`config.mk`:
```
export PLATFORM = sky130hd
export DESIGN_NAME = cmpc_top
export DESIGN_NICKNAME = d
export VERILOG_FILES = /design/src/logic/cmpc_sync.v /design/src/logic/cmpc_top.v
export VERILOG_INCLUDE_DIRS = /design/src /design/src/logic
export SDC_FILE = /design/constraint.sdc
export NUM_CORES = 1
export LEC_CHECK = 0
export BUFFER_PORTS_ARGS = -buffer_cell sky130_fd_sc_hd__buf_2
export CAP_MARGIN = 20
export CORE_ASPECT_RATIO = 0.8
export CORE_UTILIZATION = 42
export CTS_CLUSTER_DIAMETER = 60
export DETAILED_ROUTE_END_ITERATION = 16
export HOLD_SLACK_MARGIN = 0.12
export PLACE_DENSITY = 0.78
export SLEW_MARGIN = 25
export SYNTH_ARGS = -nofsm -noshare
export SYNTH_HDL_FRONTEND = slang
export SYNTH_HIERARCHICAL = 1
export SYNTH_SLANG_ARGS = --single-unit
```
`constraint.sdc`:
```
create_clock -name REF_CLK_IN -period 3.5 [get_ports REF_CLK_IN]
set_clock_uncertainty 0.05 [all_clocks]
set_input_delay 0.7 -clock REF_CLK_IN [delete_from_list [all_inputs] [get_ports REF_CLK_IN]]
set_output_delay 0.7 -clock REF_CLK_IN [all_outputs]
set_load 0.005 [all_outputs]
```
`src/logic/cmpc_map.vh`:
```
// Register map and field layout of the comparator control and status block.
// Assumes an 8-bit special-function bus with a page select and byte address.
`ifndef CMPC_MAP_VH
`define CMPC_MAP_VH

`define CMPC_PAGE 8'h02
`define CMPC_CTRL_ADDR 8'h88
`define CMPC_MODE_ADDR 8'h89
`define CMPC_CTRL_RESET 8'h00
`define CMPC_MODE_RESET 8'h02
`define CMPC_BIT_ON 7
`define CMPC_BIT_RESULT 6
`define CMPC_BIT_RISE 5
`define CMPC_BIT_FALL 4
`define CMPC_POS_HI 3
`define CMPC_POS_LO 2
`define CMPC_NEG_HI 1
`define CMPC_NEG_LO 0
`define CMPC_BIT_RISE_EN 5
`define CMPC_BIT_FALL_EN 4
`define CMPC_SPEED_HI 1
`define CMPC_SPEED_LO 0
`define CMPC_MODE_WMASK 8'h33
`define CMPC_SYNC_RESET 1'b0

`endif

```
`src/logic/cmpc_sync.v`:
```
// Two-stage synchroniser for the asynchronous comparator output.
// Assumes the input is a level that may change at any time.
`timescale 1ns/100ps
`include "cmpc_map.vh"
module cmpc_sync (
  // Clock and control
  input wire clk_in,
  input wire srst_in,
  input wire ce_in,
  // Level
  input wire async_in,
  output reg sync_out
);

  reg stage1;

  ////////////////////////////////////////////////////////////////////////
  // First stage feeds only the second stage, to let metastability settle
  always @(posedge clk_in) begin
    if (srst_in) begin
      stage1 <= `CMPC_SYNC_RESET;
      sync_out <= `CMPC_SYNC_RESET;
    end else if (ce_in) begin
      stage1 <= async_in;
      sync_out <= stage1;
    end
  end

endmodule // cmpc_sync

```
`src/logic/cmpc_top.v`:
```
// Control and status logic around the second on-chip voltage comparator.
// Assumes a synchronous special-function bus: one-cycle write strobes and
// combinational read data selected by page and address.
//
// Contract
// - Enable bit 7 of control powers comparator; zero keeps it shut down.
// - Control bit 6 reads the synchronised comparator result, zero while disabled.
// - Control bit 5 sets on a rising edge of the comparator output.
// - Control bit 4 sets on a falling edge of the comparator output.
// - Control bits 3..2 select positive hysteresis; 00 disables it.
// - Control bits 1..0 select negative hysteresis; 00 disables it.
// - Reset loads control register with all zeros.
// - Rising-edge interrupt request only while mode bit 5 is set.
// - Falling-edge interrupt request only while mode bit 4 is set.
// - Mode bits 7..6 and 3..2 read zero and ignore writes.
// - Mode bits 1..0 select response time, 0 fastest, 3 lowest power.
// - Reset loads mode register with 0x02.
// - Edge flags stay set until software writes zero.
// - Disabled comparator drives its pin output low and raises no interrupt.
// - This comparator offers no reset-source path.
`timescale 1ns/100ps
`include "cmpc_map.vh"
module cmpc_top (
  // Clock, reset, enable
  input wire REF_CLK_IN,
  input wire SRST_IN,
  input wire CE_IN,
  // Special-function bus
  input wire [7:0] SFR_PAGE_IN,
  input wire [7:0] SFR_ADDR_IN,
  input wire SFR_WR_IN,
  input wire [7:0] SFR_WDATA_IN,
  output reg [7:0] SFR_RDATA_OUT,
  output reg SFR_HIT_OUT,
  // Analog comparator
  input wire COMPARATOR_RAW_IN,
  output wire COMPARATOR_ON_OUT,
  output wire [1:0] POS_HYST_SEL_OUT,
  output wire [1:0] NEG_HYST_SEL_OUT,
  output wire [1:0] RESPONSE_SPEED_SEL_OUT,
  // Pin routing and interrupt requests
  output wire COMPARATOR_PIN_OUT,
  output wire RISE_IRQ_OUT,
  output wire FALL_IRQ_OUT
);

  reg comparator_on;
  reg rise_edge_flag;
  reg fall_edge_flag;
  reg [1:0] pos_hyst_sel;
  reg [1:0] neg_hyst_sel;
  reg rise_irq_en;
  reg fall_irq_en;
  reg [1:0] response_speed_sel;
  reg result_prev;
  wire comparator_result;
  wire page_hit;
  wire wr_ctrl;
  wire wr_mode;
  wire rise_seen;
  wire fall_seen;
  wire [7:0] ctrl_view;
  wire [7:0] mode_view;
  wire [7:0] ctrl_reset;
  wire [7:0] mode_reset;

  // Reset images, so each field takes its own bits of the documented value
  assign ctrl_reset = `CMPC_CTRL_RESET;
  assign mode_reset = `CMPC_MODE_RESET;

  ////////////////////////////////////////////////////////////////////////
  // Synchroniser; the analog output is asynchronous to the system clock
  cmpc_sync u_sync (
    .clk_in(REF_CLK_IN),
    .srst_in(SRST_IN),
    .ce_in(CE_IN),
    .async_in(COMPARATOR_RAW_IN),
    .sync_out(comparator_result)
  );

  ////////////////////////////////////////////////////////////////////////
  // Bus decode
  assign page_hit = (SFR_PAGE_IN == `CMPC_PAGE);
  assign wr_ctrl = CE_IN & SFR_WR_IN & page_hit & (SFR_ADDR_IN == `CMPC_CTRL_ADDR);
  assign wr_mode = CE_IN & SFR_WR_IN & page_hit & (SFR_ADDR_IN == `CMPC_MODE_ADDR);

  // Edges only count while enabled, since a powered-down output is meaningless
  assign rise_seen = comparator_on & comparator_result & ~result_prev;
  assign fall_seen = comparator_on & ~comparator_result & result_prev;

  ////////////////////////////////////////////////////////////////////////
  // Previous synchronised result for edge detection
  always @(posedge REF_CLK_IN) begin
    if (SRST_IN) begin
      result_prev <= `CMPC_SYNC_RESET;
    end else if (CE_IN) begin
      result_prev <= comparator_result;
    end
  end

  ////////////////////////////////////////////////////////////////////////
  // Control register; a hardware set wins over a same-cycle clear
  always @(posedge REF_CLK_IN) begin
    if (SRST_IN) begin
      comparator_on <= ctrl_reset[`CMPC_BIT_ON];
      rise_edge_flag <= ctrl_reset[`CMPC_BIT_RISE];
      fall_edge_flag <= ctrl_reset[`CMPC_BIT_FALL];
      pos_hyst_sel <= ctrl_reset[`CMPC_POS_HI:`CMPC_POS_LO];
      neg_hyst_sel <= ctrl_reset[`CMPC_NEG_HI:`CMPC_NEG_LO];
    end else if (CE_IN) begin
      if (wr_ctrl) begin
        comparator_on <= SFR_WDATA_IN[`CMPC_BIT_ON];
        pos_hyst_sel <= SFR_WDATA_IN[`CMPC_POS_HI:`CMPC_POS_LO];
        neg_hyst_sel <= SFR_WDATA_IN[`CMPC_NEG_HI:`CMPC_NEG_LO];
      end
      // Flags hold until written; a written one also sets, as a flop would
      if (rise_seen) begin
        rise_edge_flag <= 1'b1;
      end else if (wr_ctrl) begin
        rise_edge_flag <= SFR_WDATA_IN[`CMPC_BIT_RISE];
      end
      if (fall_seen) begin
        fall_edge_flag <= 1'b1;
      end else if (wr_ctrl) begin
        fall_edge_flag <= SFR_WDATA_IN[`CMPC_BIT_FALL];
      end
    end
  end

  ////////////////////////////////////////////////////////////////////////
  // Mode register; unused bits are never stored
  always @(posedge REF_CLK_IN) begin
    if (SRST_IN) begin
      rise_irq_en <= mode_reset[`CMPC_BIT_RISE_EN];
      fall_irq_en <= mode_reset[`CMPC_BIT_FALL_EN];
      response_speed_sel <= mode_reset[`CMPC_SPEED_HI:`CMPC_SPEED_LO];
    end else if (CE_IN & wr_mode) begin
      rise_irq_en <= SFR_WDATA_IN[`CMPC_BIT_RISE_EN];
      fall_irq_en <= SFR_WDATA_IN[`CMPC_BIT_FALL_EN];
      response_speed_sel <= SFR_WDATA_IN[`CMPC_SPEED_HI:`CMPC_SPEED_LO];
    end
  end

  ////////////////////////////////////////////////////////////////////////
  // Read views
  assign ctrl_view = {comparator_on, comparator_result & comparator_on,
                      rise_edge_flag, fall_edge_flag, pos_hyst_sel, neg_hyst_sel};
  assign mode_view = {2'h0, rise_irq_en, fall_irq_en, 2'h0, response_speed_sel}
                     & `CMPC_MODE_WMASK;

  // Combinational read mux with a hit flag; unmapped addresses read zero
  always @* begin
    SFR_RDATA_OUT = 8'h00;
    SFR_HIT_OUT = 1'b0;
    if (page_hit && SFR_ADDR_IN == `CMPC_CTRL_ADDR) begin
      SFR_RDATA_OUT = ctrl_view;
      SFR_HIT_OUT = 1'b1;
    end else if (page_hit && SFR_ADDR_IN == `CMPC_MODE_ADDR) begin
      SFR_RDATA_OUT = mode_view;
      SFR_HIT_OUT = 1'b1;
    end
  end

  ////////////////////////////////////////////////////////////////////////
  // Analog controls; no reset-source output exists for this comparator
  assign COMPARATOR_ON_OUT = comparator_on;
  assign POS_HYST_SEL_OUT = pos_hyst_sel;
  assign NEG_HYST_SEL_OUT = neg_hyst_sel;
  assign RESPONSE_SPEED_SEL_OUT = response_speed_sel;

  // Interrupts are level requests from the sticky flags, gated by enable;
  // software must clear stale flags after power-up before enabling
  assign COMPARATOR_PIN_OUT = comparator_on & comparator_result;
  assign RISE_IRQ_OUT = comparator_on & rise_irq_en & rise_edge_flag;
  assign FALL_IRQ_OUT = comparator_on & fall_irq_en & fall_edge_flag;

endmodule // cmpc_top

```
==> impl_metrics.env <==
export IMPL_io_pins=48
export IMPL_leakage_nw=0.503
export IMPL_synth_area_um2=795
export IMPL_grt_pass1_wl_um=3530
export IMPL_cts_setup_buffers=0
export IMPL_cts_root_buffer="clkbuf_4"
export IMPL_insertion_delay_ns=0.29
export IMPL_irDropWorstVdd_uv=296
export IMPL_vias=929
export IMPL_portBuffers=46
export IMPL_cts_buffers=3
export IMPL_pwr_share_seq_pct=51.5
export IMPL_gr_total_overflow=0
export IMPL_area_delta_synth_final_pct=35.1
export IMPL_fin_crit_sh_pct=91.3
export IMPL_finalCriticalPeriod_ns=3.20
export IMPL_yosys_most_used_dff="dfxtp_1"
export IMPL_fillerInstances=162
export IMPL_path_clk_slew_ns=0.09
export IMPL_fmax_mhz=313
export IMPL_synth_edff_count=0
export IMPL_maxCapViolCount=0
export IMPL_yosysWarnings=6
export IMPL_ys_seq_elements=14
export IMPL_cts_resized=0
export IMPL_drc=0
export IMPL_n_antenna_cell=0
export IMPL_cp_arrival_ns=2.45
export IMPL_first_pass_iters=4
export IMPL_ys_seq_area_share_pct=35.3
export IMPL_p_per_area_nw_per_um2=292
export IMPL_slew_headroom_pct=73.5
export IMPL_worstPathRequired_ns=2.75
export IMPL_num_rows=13
export IMPL_async_flop_share_pct=0
export IMPL_layout_nets=167
export IMPL_dp_final_hpwl_um=1690
export IMPL_fin_tns_setup_ns=0
export IMPL_cts_max_path_buffers=2
export IMPL_status="finished, final reports clean"
export IMPL_ant_nets=0
export IMPL_power_frac_clock_pct=38.1
export IMPL_p_int_w=0.000239
export IMPL_wl_per_cell_um=14.4
export IMPL_grt_max_degree=15
export IMPL_finalSetupViolCount=0
export IMPL_yosys_area_top_type="dfxtp_1"
export IMPL_tightest_slew_ns=0.397
export IMPL_switching_share_pct=23.7
export IMPL_hp_class="flop to flop"
export IMPL_start_util_pct=47.0
export IMPL_cp_end_kind="output port"
export IMPL_start_kind="primary input"
export IMPL_synth_top_area_share_pct=35.3
export IMPL_grt_pass1_vias=800
export IMPL_drt_vias_per_instance=5.84
export IMPL_worstPathMaxFanout=8
export IMPL_cts_hold_fix_buffers=0
export IMPL_fp_dieW_um=50.6
export IMPL_cts_tree="built"
export IMPL_grt_use_total_pct=23.9
export IMPL_synthCells=90
export IMPL_path_class="primary input to output port"
export IMPL_final_cell_area_um2=1070
export IMPL_dpl_cell_area_um2=1040
export IMPL_ys_types=27
export IMPL_cts_num_sinks=14
export IMPL_drtIter0Drc=41
export IMPL_place_congestion=0.854
export IMPL_final_hold_viol_count=0
export IMPL_grt_setup_unrepaired="no"
export IMPL_avgSynthCellArea_um2=8.83
export IMPL_syn_num_nets=119
export IMPL_antenna_found_initial=0
export IMPL_p_comb_share_pct=10.3
export IMPL_die_area_um2=2070
export IMPL_wl_um=2290
export IMPL_report_final_slew_viol_count=0
export IMPL_die_h_um=40.9
export IMPL_switching_power_w=0.0000741
export IMPL_coreArea_um2=1690
export IMPL_cts_htree_levels=1
export IMPL_yosys_top_cells_area="dfxtp_1 (35%), o31ai_1 (7.6%), nand4_1 (7.1%), a21oi_1 (6.3%), a22o_1 (4.4%)"
export IMPL_drive_above_1_share_pct=42.3
[cells by family after synthesis]
kind of cell           Yosys count  synth area share, %
AO/OA/AOI/OAI                   28                 24.1
buffers and inverters            6                 4.72
flip-flops                      14                 35.3
multiplexers                     3                 3.78
AND/OR/NAND/NOR                 39                 32.1
[worst max-delay path, cell delays in order]
cell and delay (ns):
buf_2 0.09, or4b_4 0.53, or4_4 0.45, nor3_4 0.35
a22o_1 0.21, buf_2 0.11
[power groups by stage]
stage                     clock (W)  combinational, W  sequential, W
after detailed placement          0         0.0000313       0.000165
after global routing       0.000134         0.0000343       0.000162
after CTS                  0.000123         0.0000315       0.000161
final                      0.000119         0.0000323       0.000161
after floorplan                   0         0.0000103       0.000165
after global placement            0         0.0000304       0.000165
[Yosys cell counts, types with 3 or more instances]
master / count
a21oi_1: 10
a22o_1: 4
and2_1: 5
and3_1: 4
clkbuf_1: 3
dfxtp_1: 14
mux2i_1: 3
nand4_1: 9
nor2_1: 8
o31ai_1: 8
[area by class of cell]
type	count	area, µm²	area share [%]
multi-input cells	70	477	44.4
clock buffers	4	36.3	3.38
repair buffers	49	253	23.5
flip-flops and latches	14	280	26.1
well taps	22	27.5	2.56
[stage by stage]
stage	total power (W)	setup WS, ns	hold WS [ns]	instances	utilization, %
2_1_floorplan	0.000175	0.544	0.402	90	-
3_5_place_dp	0.000196	0.314	0.425	155	61.3
3_3_place_gp	0.000195	0.328	0.416	155	61.3
6_report	0.000313	0.304	0.435	159	63.5
5_1_grt	0.000330	0.222	0.463	159	63.5
4_1_cts	0.000316	0.311	0.438	159	63.5
[path summary, 6_finish.rpt]
kind	startpoint	endpoint	slack, ns	cells after the start
worst max register to register	COMPARATOR_ON_OUT	fall_edge_flag	2.29	4
worst max-delay path	SFR_PAGE_IN[0]	SFR_RDATA_OUT[1]	0.30	6
worst min register to register	POS_HYST_SEL_OUT[0]	POS_HYST_SEL_OUT[0]	0.43	2
worst min-delay path	POS_HYST_SEL_OUT[0]	POS_HYST_SEL_OUT[0]	0.43	2
[layout by cell type, fill, tap and decap left out, drive strengths merged]
cell    count
buf        49
dfxtp      14
a21oi      10
nand4       9
nor2        8
o31ai       8
and2        5
and3        4
a22o        4
clkbuf      4
mux2i       3
nor4        3
and3b       2
o31a        2
a211oi      2
nor3        2
or4b        1
or4         1
and4        1
nand2       1
or2         1
nand3       1
a31oi       1
o21bai      1
[layer usage]
layer  GRT usage [%]  share of wire, %
met1            27.7                47
met2            44.0                46
met3            7.41               7.1
met4            6.94                 0
met5               0                 0
Power figures use the tool's default switching activity.
